## src/ccr_params.svh

```systemverilog
// Offsets, field positions and reset values of the clock synth registers.
`ifndef CCR_PARAMS_SVH
`define CCR_PARAMS_SVH

// Register indices; the byte address on the bus is four times the index.
`define CCR_IX_STBY     10'h250
`define CCR_IX_SYN_EN   10'h2a0
`define CCR_IX_NLO      10'h2a1
`define CCR_IX_NHI      10'h2a2
`define CCR_IX_CAL_RST  10'h2a5
`define CCR_IX_BIAS     10'h2aa
`define CCR_IX_VCO_CAL  10'h2ab
`define CCR_IX_PUMP     10'h2ac
`define CCR_IX_PCAL     10'h2ad
`define CCR_IX_VAR      10'h2b7
`define CCR_IX_RDIV     10'h2bb
`define CCR_IX_CONV_ST  10'h2bc
`define CCR_IX_LINK_ST  10'h2dc
`define CCR_IX_SHUF     10'h340
`define CCR_IX_TH_LO    10'h342
`define CCR_IX_TH_HI    10'h343
`define CCR_IX_IRQ_EN   10'h380
`define CCR_IX_IRQ_STS  10'h381
`define CCR_IX_IRQ_CLR  10'h382

// Reset values of the writable registers.
`define CCR_RST_STBY    8'hff
`define CCR_RST_SYN_EN  8'h00
`define CCR_RST_NLO     8'h80
`define CCR_RST_NHI     8'h00
`define CCR_RST_CAL_RST 8'h00
`define CCR_RST_BIAS    8'h37
`define CCR_RST_VCO_CAL 8'hc0
`define CCR_RST_PUMP    8'h19
`define CCR_RST_PCAL    8'h00
`define CCR_RST_VAR     8'hd0
`define CCR_RST_RDIV    8'hb9
`define CCR_RST_SHUF    8'h03

// Read-only contents: status upper nibble and shuffle thresholds.
`define CCR_ST_TOP      4'h8
`define CCR_TH_LO_RST   8'hf5
`define CCR_TH_HI_RST   8'hff

// Field positions.
`define CCR_RDIV_HI     7
`define CCR_RDIV_LO     6
`define CCR_SYSREF_BIT  3
`define CCR_CLKIN_BIT   2
`define CCR_LOCK_BIT    3
`define CCR_BUSY_BIT    1
`define CCR_DONE_BIT    0
`define CCR_SHUF_EN_BIT 0

// Sizes of the register array and of the event set.
`define CCR_NRW         12
`define CCR_NEVT        4

`endif

```

## src/ccr_pkg.sv

```systemverilog
// Types shared by the clock synth register block and its helpers.
package ccr_pkg;

  // Shuffle rate chosen from the current sample, one-hot coded.
  typedef enum logic [4:0] {
    CCR_SH_NONE = 5'h01,
    CCR_SH_E1   = 5'h02,
    CCR_SH_E2   = 5'h04,
    CCR_SH_E3   = 5'h08,
    CCR_SH_E4   = 5'h10
  } ccr_rate_t;

  // State of the shuffle scheduler.
  typedef struct packed {
    ccr_rate_t  rate;
    logic [1:0] cnt;
    logic       fire;
  } ccr_shuf_t;

  // State of the interrupt collector.
  typedef struct packed {
    logic [3:0] sts;
  } ccr_irq_t;

  // State of the register bank and its bus slave.
  typedef struct packed {
    logic [11:0][7:0] rw;
    logic [3:0]       irq_en;
    logic [2:0]       conv;
    logic [2:0]       link;
    logic             ack;
    logic [7:0]       dat;
  } ccr_top_t;

endpackage

```

## src/ccr_shuf_if.sv

```systemverilog
// Interface between the register bank and the shuffle scheduler.
`timescale 1ns/10ps
interface ccr_shuf_if;
  logic        en;    // Adaptive shuffling enabled.
  logic [15:0] th;    // Thresholds, every-1 in the low nibble.
  logic [3:0]  data;  // Current ADC sample magnitude.
  logic        fire;  // One-cycle shuffle trigger.
  modport eng (input en, input th, input data, output fire);
  modport ctl (output en, output th, output data, input fire);
endinterface

```

## src/ccr_shuffle.sv

```systemverilog
// Shuffle scheduler: picks a shuffle rate from the sample and counts it.
`timescale 1ns/10ps
module ccr_shuffle (
  input  wire logic clk_i,
  input  wire logic rst_n_i,
  ccr_shuf_if.eng   sif
);

  ccr_pkg::ccr_shuf_t s_q;  // Registered state.
  ccr_pkg::ccr_shuf_t s_d;  // Next state.
  ccr_pkg::ccr_rate_t nr;   // Rate asked for by this sample.
  logic [1:0]         lim;  // Count at which the rate fires.
  logic [1:0]         c;    // Count, restarted on a rate change.

  // The fastest rate whose threshold is met wins.
  always_comb begin
    s_d = s_q;
    nr = ccr_pkg::CCR_SH_NONE;
    lim = 2'h0;
    if (!sif.en) begin
      nr = ccr_pkg::CCR_SH_NONE;
    end else if (sif.data >= sif.th[3:0]) begin
      nr = ccr_pkg::CCR_SH_E1;
    end else if (sif.data >= sif.th[7:4]) begin
      nr = ccr_pkg::CCR_SH_E2;
    end else if (sif.data >= sif.th[11:8]) begin
      nr = ccr_pkg::CCR_SH_E3;
    end else if (sif.data >= sif.th[15:12]) begin
      nr = ccr_pkg::CCR_SH_E4;
    end
    case (nr)
      ccr_pkg::CCR_SH_E1: lim = 2'h0;
      ccr_pkg::CCR_SH_E2: lim = 2'h1;
      ccr_pkg::CCR_SH_E3: lim = 2'h2;
      ccr_pkg::CCR_SH_E4: lim = 2'h3;
      default:            lim = 2'h0;
    endcase
    // A new rate starts its period afresh so it never fires early.
    c = (nr == s_q.rate) ? s_q.cnt : 2'h0;
    s_d.fire = (nr != ccr_pkg::CCR_SH_NONE) && (c == lim);
    s_d.cnt = s_d.fire ? 2'h0 : 2'(c + 2'h1);
    s_d.rate = nr;
  end

  // State register.
  always_ff @(posedge clk_i or negedge rst_n_i) begin
    if (!rst_n_i) begin
      s_q <= '{rate: ccr_pkg::CCR_SH_NONE, cnt: 2'h0, fire: 1'b0};
    end else begin
      s_q <= s_d;
    end
  end

  assign sif.fire = s_q.fire;
endmodule

```

## src/ccr_irq.sv

```systemverilog
// Interrupt collector: sticky event bits, enables and one level output.
`timescale 1ns/10ps
`include "ccr_params.svh"
module ccr_irq (
  input  wire logic       clk_i,
  input  wire logic       rst_n_i,
  input  wire logic [3:0] evt_i,   // One-cycle event pulses.
  input  wire logic [3:0] clr_i,   // One-cycle clear pulses.
  input  wire logic [3:0] en_i,    // Interrupt enables.
  output logic      [3:0] sts_o,   // Sticky status.
  output logic            irq_o    // Level interrupt.
);

  ccr_pkg::ccr_irq_t i_q;  // Registered state.
  ccr_pkg::ccr_irq_t i_d;  // Next state.
  logic [3:0]        nxt;  // Per-bit next value.

  // A set in the clearing cycle wins, so no event is lost.
  for (genvar g = 0; g < `CCR_NEVT; g++) begin : g_bit
    assign nxt[g] = evt_i[g] | (i_q.sts[g] & ~clr_i[g]);
  end

  // Copy of the next state.
  always_comb begin
    i_d = i_q;
    i_d.sts = nxt;
  end

  // State register.
  always_ff @(posedge clk_i or negedge rst_n_i) begin
    if (!rst_n_i) begin
      i_q <= '{sts: 4'h0};
    end else begin
      i_q <= i_d;
    end
  end

  assign sts_o = i_q.sts;
  assign irq_o = |(i_q.sts & en_i);
endmodule

```

## src/ccr_clock_synth_regs.sv

```systemverilog
// Clock synthesizer and shuffle control register bank on classic Wishbone.
//
// Local design decision: the Wishbone interface to the registers.
`timescale 1ns/10ps
`include "ccr_params.svh"
module ccr_clock_synth_regs (
  input  wire logic        CLK_SYS_I,        // 20 MHz system clock.
  input  wire logic        RST_N_I,          // Asynchronous reset.
  input  wire logic        WB_CYC_I,         // Bus cycle.
  input  wire logic        WB_STB_I,         // Bus strobe.
  input  wire logic        WB_WE_I,          // Write when high.
  input  wire logic [3:0]  WB_SEL_I,         // Byte lanes.
  input  wire logic [11:0] WB_ADR_I,         // Byte address.
  input  wire logic [31:0] WB_DAT_I,         // Write data.
  output logic      [31:0] WB_DAT_O,         // Read data.
  output logic             WB_ACK_O,         // Answer.
  input  wire logic        CONV_LOCK_I,      // Converter synth locked.
  input  wire logic        CONV_CAL_BUSY_I,  // Its oscillator cal busy.
  input  wire logic        CONV_PUMP_DONE_I, // Its pump cal done.
  input  wire logic        LINK_LOCK_I,      // Link synth locked.
  input  wire logic        LINK_CAL_BUSY_I,  // Its oscillator cal busy.
  input  wire logic        LINK_PUMP_DONE_I, // Its pump cal done.
  input  wire logic [3:0]  ADC_DATA_I,       // Sample magnitude.
  output logic             SHUFFLE_O,        // Shuffle trigger pulse.
  output logic [7:0]       STBY_SETTING_O,   // Standby recovery setting.
  output logic [7:0]       SYNTH_EN_O,       // Synth block enables.
  output logic [10:0]      DIV_N_O,          // Integer-N divider.
  output logic             CAL_RESET_O,      // Oscillator cal reset.
  output logic [7:0]       OSC_BIAS_O,       // Oscillator bias.
  output logic [7:0]       OSC_CAL_O,        // Oscillator cal control.
  output logic [5:0]       PUMP_CODE_O,      // Pump current code.
  output logic [1:0]       PUMP_CAL_EN_O,    // Pump cal enable.
  output logic [3:0]       OSC_VAR_O,        // Varactor setting.
  output logic [3:0]       REF_SEL_O,        // Div1, div2, div4, mul2.
  output logic             SYNC_CLK_SEL_O,   // Sync sampling clock.
  output logic             CLKIN_HIGHZ_O,    // Clock input high-Z.
  output logic             IRQ_O             // Level interrupt.
);

  // Slot order of the writable register array.
  localparam logic [11:0][7:0] RW_RST = {
    `CCR_RST_SHUF, `CCR_RST_RDIV, `CCR_RST_VAR, `CCR_RST_PCAL,
    `CCR_RST_PUMP, `CCR_RST_VCO_CAL, `CCR_RST_BIAS, `CCR_RST_CAL_RST,
    `CCR_RST_NHI, `CCR_RST_NLO, `CCR_RST_SYN_EN, `CCR_RST_STBY};

  ccr_pkg::ccr_top_t t_q;      // Registered state.
  ccr_pkg::ccr_top_t t_d;      // Next state.
  logic              rst_m_q;  // Reset release, first stage.
  logic              rst_n;    // Reset release, second stage.
  logic              req;      // Bus request present.
  logic              wr;       // Write commits this edge.
  logic [9:0]        ix;       // Register index.
  logic [4:0]        sl;       // Hit flag and array slot.
  logic [7:0]        rd;       // Byte to be read.
  logic [3:0]        evt;      // Status events.
  logic [3:0]        clr;      // Clear pulses.
  logic [3:0]        sts;      // Sticky status.
  ccr_shuf_if        sif ();   // Shuffle scheduler link.

  // Maps an index to {hit, slot}; used by both read and write paths.
  function automatic logic [4:0] slot_of(input logic [9:0] a);
    if (a == `CCR_IX_STBY) begin
      slot_of = 5'h10;
    end else if (a == `CCR_IX_SYN_EN) begin
      slot_of = 5'h11;
    end else if (a == `CCR_IX_NLO) begin
      slot_of = 5'h12;
    end else if (a == `CCR_IX_NHI) begin
      slot_of = 5'h13;
    end else if (a == `CCR_IX_CAL_RST) begin
      slot_of = 5'h14;
    end else if (a == `CCR_IX_BIAS) begin
      slot_of = 5'h15;
    end else if (a == `CCR_IX_VCO_CAL) begin
      slot_of = 5'h16;
    end else if (a == `CCR_IX_PUMP) begin
      slot_of = 5'h17;
    end else if (a == `CCR_IX_PCAL) begin
      slot_of = 5'h18;
    end else if (a == `CCR_IX_VAR) begin
      slot_of = 5'h19;
    end else if (a == `CCR_IX_RDIV) begin
      slot_of = 5'h1a;
    end else if (a == `CCR_IX_SHUF) begin
      slot_of = 5'h1b;
    end else begin
      slot_of = 5'h00;
    end
  endfunction

  // Turns the two-bit reference code into a one-hot mode.
  function automatic logic [3:0] ref_mode(input logic [1:0] c);
    case (c)
      2'h0:    ref_mode = 4'h1;  // Divide by one.
      2'h1:    ref_mode = 4'h2;  // Divide by two.
      2'h2:    ref_mode = 4'h4;  // Divide by four.
      default: ref_mode = 4'h8;  // Reference doubled.
    endcase
  endfunction

  // The reset is released through two flops to avoid a ragged release.
  always_ff @(posedge CLK_SYS_I or negedge RST_N_I) begin
    if (!RST_N_I) begin
      rst_m_q <= 1'b0;
      rst_n   <= 1'b0;
    end else begin
      rst_m_q <= 1'b1;
      rst_n   <= rst_m_q;
    end
  end

  // Request decode; a write lands at the edge the master sees ack.
  assign req = WB_CYC_I & WB_STB_I;
  assign ix  = WB_ADR_I[11:2];
  assign sl  = slot_of(ix);
  assign wr  = req & WB_WE_I & t_q.ack & WB_SEL_I[0];

  // Read multiplexer; nothing here changes state on a read.
  always_comb begin
    rd = 8'h00;
    if (sl[4]) begin
      rd = t_q.rw[sl[3:0]];
    end else if (ix == `CCR_IX_CONV_ST) begin
      rd = {`CCR_ST_TOP, t_q.conv[2], 1'b0, t_q.conv[1:0]};
    end else if (ix == `CCR_IX_LINK_ST) begin
      rd = {`CCR_ST_TOP, t_q.link[2], 1'b0, t_q.link[1:0]};
    end else if (ix == `CCR_IX_TH_LO) begin
      rd = `CCR_TH_LO_RST;
    end else if (ix == `CCR_IX_TH_HI) begin
      rd = `CCR_TH_HI_RST;
    end else if (ix == `CCR_IX_IRQ_EN) begin
      rd = {4'h0, t_q.irq_en};
    end else if (ix == `CCR_IX_IRQ_STS) begin
      rd = {4'h0, sts};
    end
  end

  // Events: lock lost on either synth, converter calibrations done.
  assign evt = {CONV_PUMP_DONE_I & ~t_q.conv[0],
                ~CONV_CAL_BUSY_I & t_q.conv[1],
                ~LINK_LOCK_I & t_q.link[2],
                ~CONV_LOCK_I & t_q.conv[2]};
  assign clr = (wr && ix == `CCR_IX_IRQ_CLR) ? WB_DAT_I[3:0] : 4'h0;

  // Next state of the bank; only the writable slots and the interrupt enables take write data.
  always_comb begin
    t_d = t_q;
    t_d.ack = req & ~t_q.ack;
    t_d.conv = {CONV_LOCK_I, CONV_CAL_BUSY_I, CONV_PUMP_DONE_I};
    t_d.link = {LINK_LOCK_I, LINK_CAL_BUSY_I, LINK_PUMP_DONE_I};
    if (t_d.ack) begin
      t_d.dat = rd;
    end
    if (wr && sl[4]) begin
      t_d.rw[sl[3:0]] = WB_DAT_I[7:0];
    end else if (wr && ix == `CCR_IX_IRQ_EN) begin
      t_d.irq_en = WB_DAT_I[3:0];
    end
  end

  // State register; the shuffle enable comes out of reset set.
  always_ff @(posedge CLK_SYS_I or negedge rst_n) begin
    if (!rst_n) begin
      t_q <= '{rw: RW_RST, irq_en: 4'h0, conv: 3'h0, link: 3'h0,
               ack: 1'b0, dat: 8'h00};
    end else begin
      t_q <= t_d;
    end
  end

  // Interrupt collector.
  ccr_irq u_irq (
    .clk_i   (CLK_SYS_I),
    .rst_n_i (rst_n),
    .evt_i   (evt),
    .clr_i   (clr),
    .en_i    (t_q.irq_en),
    .sts_o   (sts),
    .irq_o   (IRQ_O)
  );

  // Shuffle scheduler with its constant thresholds.
  assign sif.en   = t_q.rw[11][`CCR_SHUF_EN_BIT];
  assign sif.th   = {`CCR_TH_HI_RST, `CCR_TH_LO_RST};
  assign sif.data = ADC_DATA_I;
  assign SHUFFLE_O = sif.fire;

  ccr_shuffle u_shuf (
    .clk_i   (CLK_SYS_I),
    .rst_n_i (rst_n),
    .sif     (sif)
  );

  // Bus outputs come straight from flops.
  assign WB_DAT_O = {24'h0, t_q.dat};
  assign WB_ACK_O = t_q.ack;

  // Control outputs; the pump code is trusted to be set by software.
  assign STBY_SETTING_O = t_q.rw[0];
  assign SYNTH_EN_O     = t_q.rw[1];
  assign DIV_N_O        = {t_q.rw[3][2:0], t_q.rw[2]};
  assign CAL_RESET_O    = t_q.rw[4][3];
  assign OSC_BIAS_O     = t_q.rw[5];
  assign OSC_CAL_O      = t_q.rw[6];
  assign PUMP_CODE_O    = t_q.rw[7][5:0];
  assign PUMP_CAL_EN_O  = t_q.rw[8][7:6];
  assign OSC_VAR_O      = t_q.rw[9][7:4];
  assign REF_SEL_O      = ref_mode(
    t_q.rw[10][`CCR_RDIV_HI:`CCR_RDIV_LO]);
  assign SYNC_CLK_SEL_O = t_q.rw[10][`CCR_SYSREF_BIT];
  assign CLKIN_HIGHZ_O  = t_q.rw[10][`CCR_CLKIN_BIT];
endmodule

```

## config.mk

```make
export PLATFORM = sky130hd
export DESIGN_NAME = ccr_clock_synth_regs
export DESIGN_NICKNAME = d
export VERILOG_FILES = /design/src/ccr_pkg.sv /design/src/ccr_shuf_if.sv /design/src/ccr_shuffle.sv /design/src/ccr_irq.sv /design/src/ccr_clock_synth_regs.sv
export VERILOG_INCLUDE_DIRS = /design/src
export SDC_FILE = /design/constraint.sdc
export NUM_CORES = 1
export LEC_CHECK = 0
export BUFFER_PORTS_ARGS = -buffer_cell sky130_fd_sc_hd__clkbuf_2
export CELL_PAD_IN_SITES_DETAIL_PLACEMENT = 0
export CELL_PAD_IN_SITES_GLOBAL_PLACEMENT = 1
export CORE_ASPECT_RATIO = 0.8
export CORE_MARGIN = 2
export CORE_UTILIZATION = 39
export DETAILED_ROUTE_END_ITERATION = 10
export HOLD_SLACK_MARGIN = 0.05
export PLACE_DENSITY_LB_ADDON = 0.1
export SLEW_MARGIN = 30
export SYNTH_ARGS = -nofsm -noshare
export SYNTH_HDL_FRONTEND = slang
export SYNTH_SLANG_ARGS = --single-unit
```

## constraint.sdc

```tcl
create_clock -name CLK_SYS_I -period 3.6 [get_ports CLK_SYS_I]
set_input_delay 0.72 -clock CLK_SYS_I [delete_from_list [all_inputs] [get_ports CLK_SYS_I]]
set_output_delay 0.72 -clock CLK_SYS_I [all_outputs]
set_load 0.01 [all_outputs]
```

==> impl_metrics.json, run 1 <==
{
  "outcome": "complete, no violations",
  "cp.required_ns": 3.89,
  "layout.cells.non_filler": 928,
  "core_sq_mm": 0.01811,
  "ant_nets": 0,
  "cts_htree_levels": 4,
  "yosysSeqAreaShare_pct": 44.67,
  "grt_setup_unrepaired": "false",
  "grt_pass1_wl_mm": 29.17,
  "syn_to_final_growth_pct": 12.57,
  "cts-buffers-inserted": 17,
  "cts_tree": "yes",
  "setup.worst_path.class": "in -> reg",
  "vias_per_cell": 5.254,
  "cp_common_cell": "nor2_1",
  "grt_usage_pct": 19.94,
  "grt-ovfl-total": 0,
  "cap_violations": 0,
  "start_util_pct": 39.74,
  "synth-edff-count": 0,
  "worst_slew_pin_slew_ns": 0.8583,
  "slowest_delay_ns": 0.70,
  "cpMaxStageDelayCell": "nor2_1",
  "clk_pin_slew_ns": 0.06,
  "antenna_found_initial": 0,
  "end_kind": "flip-flop",
  "post_cts_resized": 0,
  "routedWlPerCell_microns": 20.34,
  "tns_ns": 0,
  "hold_viol": 0,
  "grt_max_degree": 73,
  "rows": 44,
  "place.gp.congestion": 0.8565,
  "dp.final_hpwl_mm": 13.79,
  "synth-seq-cells": 127,
  "slew_viol_final": 0,
  "yosysWarnings": 0,
  "syn_inst": 631,
  "setup_viol": 0,
  "clock-sinks": 127,
  "max_freq_mhz": 339.1,
  "vias": 4876,
  "start_kind": "input pin",
  "synth.distinct_cells": 69,
  "clock_latency_ns": 0.43,
  "dieArea_sq_mm": 0.01957,
  "critPathBufInv": 1,
  "final_core_util_pct": 44.74,
  "syn_area_per_cell_sq_um": 11.41,
  "fin_nets": 748,
  "synth_ff_type": "dfrtp_1",
  "drt_wl_total_mm": 18.87,
  "critPathArrivalTime_ns": 3.24,
  "relSlewSlack_pct": 42.57,
  "clockBufferDepth": 2,
  "remaining_drc_errors": 0,
  "synthesis.area_sq_mm": 0.007198,
  "grt_pass1_vias": 4901,
  "cp_max_fo": 15,
  "die_h_microns": 125.5,
  "p_leak_nw": 4.062,
  "numPortBuffers": 106,
  "clockRootBuffer": "clkbuf_16",
  "drtPass1Iterations": 5,
  "crit_family": "simple AND/OR/NAND/NOR gates",
  "drtIter0Drc": 262,
  "path_cells": "clkbuf_2, nand4bb_1, nor3_1, o311a_1, nor2_1, nor2_1, a2111oi_2, a211oi_1",
  "diodes": 0,
  "die_w_microns": 155.9,
  "drive_gt1_share_pct": 46.28,
  "ys_async_sr_fraction_pct": 100.0,
  "hp-class": "reg -> async",
  "power_density_mw_per_mm2": 418.7,
  "vdd.ir_drop.worst_mv": 0.3079,
  "cts_hold_buf": 0,
  "io_pins": 160,
  "min_period_ns": 2.949,
  "dp.cells": 894,
  "min_period_over_period_pct": 81.92,
  "skew_ns": 0.008202,
  "postCtsSetupBuffers": 0
}
==> layout by cell type, fill, tap and decap left out, drive strengths merged, types with 3 or more instances in the layout <==
cell / synthesis / layout
a211oi: 5 / 5
a2111oi: 5 / 5
a22o: 4 / 4
buf: 101 / 21
nand3: 15 / 15
nand3b: 3 / 3
dfstp: 30 / 30
nor2b: 4 / 4
a21oi: 9 / 9
mux2: 110 / 110
o21ai: 6 / 6
o21a: 4 / 4
or3: 3 / 3
mux2i: 42 / 42
xnor2: 3 / 3
nor2: 32 / 32
or2: 7 / 7
clkinv: 0 / 3
o32ai: 4 / 4
a31oi: 5 / 5
clkinvlp: 0 / 3
a22oi: 4 / 4
dfrtp: 97 / 97
nand4: 3 / 3
conb: 2 / 26
nand2b: 4 / 4
inv: 11 / 17
o22ai: 14 / 14
clkbuf: 16 / 124
nor4: 10 / 10
nand2: 28 / 28
nor3: 22 / 22
==> state kept, by name (all words and copies together), names as in the netlist, 6 cells and up <==
name / cells
t_q: 47
DIV_N_O: 11
OSC_BIAS_O: 8
OSC_CAL_O: 8
STBY_SETTING_O: 8
SYNTH_EN_O: 8
WB_DAT_O: 8
PUMP_CODE_O: 6
==> cell families after synthesis <==
logic type | Yosys count | synth area share, %
xor+xnor | 3 | 0.3651
buf+inv | 128 | 11.84
simple gates | 144 | 11.96
mux | 152 | 23.21
other cells | 2 | 0.1043
compound gates | 75 | 7.857
flops | 127 | 44.67
==> report_power, final <==
part           internal [mW]  switching [mW]  total (mW)
Sequential              1.45          0.0238        1.47
Combinational         0.0687           0.138       0.206
Clock                   1.03           0.680        1.71
Total                   2.55           0.842        3.39
==> final cells by class <==
class | instances | area [sq um]
Fill cell | 1763 | 10010
Multi-Input combinational cell | 400 | 3226
Sequential cell | 127 | 3219
Timing Repair Buffer | 128 | 743.2
Clock buffer | 18 | 429.2
Tap cell | 230 | 287.8
Clock inverter | 14 | 156.4
Inverter | 11 | 41.29
==> cells in the mapped netlist (5+ instances only) <==
master    number  area, sq um
buf_4         91        683.2
dfrtp_1       97         2427
nor2_1        30        112.6
nand2_1       28        105.1
mux2_1         6        67.56
a31oi_1        5        31.28
nor4_1         9        56.30
mux2i_1       42        420.4
buf_2          6        30.03
mux2_2       101         1137
a211oi_1       5        37.54
a21oi_1        9        45.04
inv_1         11        41.29
or2_2          6        37.54
nor3_1        20        100.1
nand3_1        8        40.04
dfstp_2       30        788.3
o22ai_1       14        87.58
nand3_2        7        70.07
o21ai_0        5        25.02
clkbuf_1      16        60.06
==> routing by layer <==
| layer | wire length (microns) | vias up | GRT usage, % |
|---|---|---|---|
| met5 | 0 | - | 0 |
| met4 | 261 | 0 | 5.505 |
| met3 | 868 | 20 | 4.159 |
| met2 | 8402 | 133 | 30.24 |
| met1 | 9339 | 2436 | 28.94 |
| li1 | - | 2287 | - |
==> worst register-to-register path, delay by kind of cell, from the launching register on <==
family | cells | cell delay (ns)
and+or+nand+nor | 4 | 1.13
DFF | 1 | 0.36
muxes | 1 | 0.40
==> path summary, 6_finish.rpt <==
path / slack (ns) / cells after the start / endpoint / startpoint
min in group CLK_SYS_I: 0.35 / 0 / rst_n$_DFF_PN0_ / rst_m_q$_DFF_PN0_
max in group asynchronous: 2.64 / 1 / OSC_VAR_O[3]$_DFFE_PN1P_ / rst_n$_DFF_PN0_
hold reg to reg: 0.27 / 0 / u_shuf.s_q[4]$_DFF_PN0_ / rst_n$_DFF_PN0_
setup reg to reg: 1.59 / 5 / OSC_CAL_O[2]$_DFFE_PN0P_ / WB_ACK_O$_DFF_PN0_
setup / recovery: 0.65 / 8 / WB_DAT_O[4]$_DFFE_PN0P_ / WB_ADR_I[5]
hold / removal: 0.27 / 0 / u_shuf.s_q[4]$_DFF_PN0_ / rst_n$_DFF_PN0_
==> stage by stage <==
stage                     power (mW)  setup slack [ns]  hold WS (ns)  cell area (sq um)
after CTS                      3.431            0.6483       0.05330               8065
after floorplan                1.653            0.8171        0.3311               7289
after global placement         1.699            0.2504        0.3396               7480
final                          3.393            0.6507        0.2679               8103
after detailed placement       1.704            0.2077        0.3381               7480
after global routing           3.525            0.4237        0.3062               8103
Note: power is estimated with default switching activity, not from simulation.
==> run 2: changes to the inputs <==
- clock period: 3.6 -> 2.7 ns (I/O delays scaled with it)
==> impl_metrics.json, run 2 (synthesized netlist as in run 1, its figures left out) <==
{
  "relSlewSlack_pct": 46.64,
  "rows": 44,
  "clk_pin_slew_ns": 0.06,
  "largest_reg_flops": 47,
  "slowest_delay_ns": 0.50,
  "setup.worst_path.class": "in -> reg",
  "cap_violations": 0,
  "end_kind": "flip-flop",
  "dp.final_hpwl_mm": 14.37,
  "start_kind": "input pin",
  "grt_usage_pct": 20.21,
  "fin_nets": 802,
  "place_area_sq_mm": 0.007955,
  "p_leak_nw": 4.346,
  "setup_viol": 0,
  "syn_to_final_growth_pct": 19.36,
  "critPathArrivalTime_ns": 2.92,
  "hp-class": "in -> reg",
  "diodes": 0,
  "cts_tree": "yes",
  "min_period_ns": 2.622,
  "outcome": "complete, no violations",
  "max_freq_mhz": 381.4,
  "skew_ns": 0.008428,
  "cts-buffers-inserted": 17,
  "multi_input_area_sq_mm": 0.003242,
  "min_period_over_period_pct": 97.11,
  "regMostFlops": "t_q",
  "drt_wl_total_mm": 19.17,
  "final_core_util_pct": 47.44,
  "clockBufferDepth": 2,
  "place.gp.congestion": 0.8881,
  "clock-sinks": 127,
  "routedWlPerCell_microns": 19.52,
  "vias": 5147,
  "grt_max_degree": 126,
  "drtPass1Iterations": 4,
  "postCtsSetupBuffers": 0,
  "ant_nets": 0,
  "die_w_microns": 155.9,
  "postLayoutCellArea_sq_mm": 0.008592,
  "remaining_drc_errors": 0,
  "cp.required_ns": 3.00,
  "io_pins": 160,
  "die_h_microns": 125.5,
  "grt_pass1_wl_mm": 29.75,
  "cpMaxStageDelayCell": "a221oi_1",
  "final_cell_mix": "clkbuf_2 (106), mux2_2 (101), dfrtp_1 (96)",
  "grt-ovfl-total": 0,
  "drive_gt1_share_pct": 50.53,
  "seqCellArea_sq_mm": 0.003219,
  "cp_max_fo": 7,
  "grt_pass1_vias": 5062,
  "slew_viol_final": 0,
  "hold_viol": 0,
  "path_cells": "clkbuf_2, buf_4, nand4bb_1, buf_4, nor3_1, o311a_1, nor2_1, a221oi_1, a2bb2oi_1, o21ai_1",
  "cp_common_cell": "buf_4",
  "power_density_mw_per_mm2": 541.2,
  "vdd.ir_drop.worst_mv": 0.4431,
  "antenna_found_initial": 0,
  "worst_slew_pin_slew_ns": 0.7904,
  "cts_htree_levels": 4,
  "core_sq_mm": 0.01811,
  "vias_per_cell": 5.241,
  "dieArea_sq_mm": 0.01957,
  "grt_setup_unrepaired": "false",
  "critPathBufInv": 3,
  "final_common_cell": "clkbuf_2",
  "crit_family": "compound AO/OA/AOI/OAI gates",
  "fill_cells": 1682,
  "numPortBuffers": 106,
  "clockRootBuffer": "clkbuf_16",
  "start_util_pct": 39.74,
  "clock_latency_ns": 0.42,
  "drtIter0Drc": 257
}
run 2: path summary, 6_finish.rpt:
path	startpoint	endpoint	slack, ns	cells past startpoint
worst max-delay path	WB_ADR_I[5]	WB_DAT_O[0]$_DFFE_PN0P_	0.08	10
min in group asynchronous	RST_N_I	rst_n$_DFF_PN0_	0.43	2
worst min register to register	rst_m_q$_DFF_PN0_	rst_n$_DFF_PN0_	0.35	0
max in group asynchronous	rst_n$_DFF_PN0_	t_q[53]$_DFFE_PN0P_	1.78	1
worst max register to register	WB_ACK_O$_DFF_PN0_	OSC_CAL_O[1]$_DFFE_PN0P_	0.79	7
worst min-delay path	LINK_CAL_BUSY_I	t_q[10]$_DFF_PN0_	0.23	1
run 2: stage by stage:
step	TNS, ns	hold WS (ns)	std cells	total power [mW]	worst slack, ns
2_1_floorplan	0	0.2444	655	2.204	0.09715
3_3_place_gp	-18.28	0.3260	949	2.302	-0.3590
3_5_place_dp	-16.10	0.3279	949	2.308	-0.3238
4_1_cts	0	0.2053	982	4.709	0.08110
5_1_grt	0	0.2072	982	4.836	0.01042
6_report	0	0.2273	982	4.650	0.07814
run 2: timing repair:
item                                   CTS  global route
endpoints found under the hold margin    2             0
gates resized for setup                  0             4
hold buffers                             1             0
setup endpoints to repair                0             3
run 2: layout make-up:
type	count	area share, %
Clock buffer	18	4.995
Clock inverter	14	2.112
Inverter	11	0.4806
Multi-Input combinational cell	400	37.73
Sequential cell	127	37.47
Tap cell	230	3.349
Timing Repair Buffer	182	13.86
run 2: worst reg2reg max path: cells and delay by family (launching register included):
family	cells	cell delay (ns)
AND/OR/NAND/NOR	4	0.79
buffers and inverters	2	0.39
flip-flops	1	0.36
multiplexers	1	0.27
run 2: routing by layer:
metal  GRT usage, %  vias to the layer above  part of all wire [%]
li1               -                     2383                     -
met1          29.37                     2633                    49
met2          30.53                      120                    45
met3          4.922                       11                   4.9
met4          4.695                        0                  0.86
met5              0                        -                     0
run 2: report_power, final:
part	switching (mW)	internal, mW
combinational	0.200	0.118
clock	0.901	1.47
sequential	0.0235	1.93
total	1.12	3.53
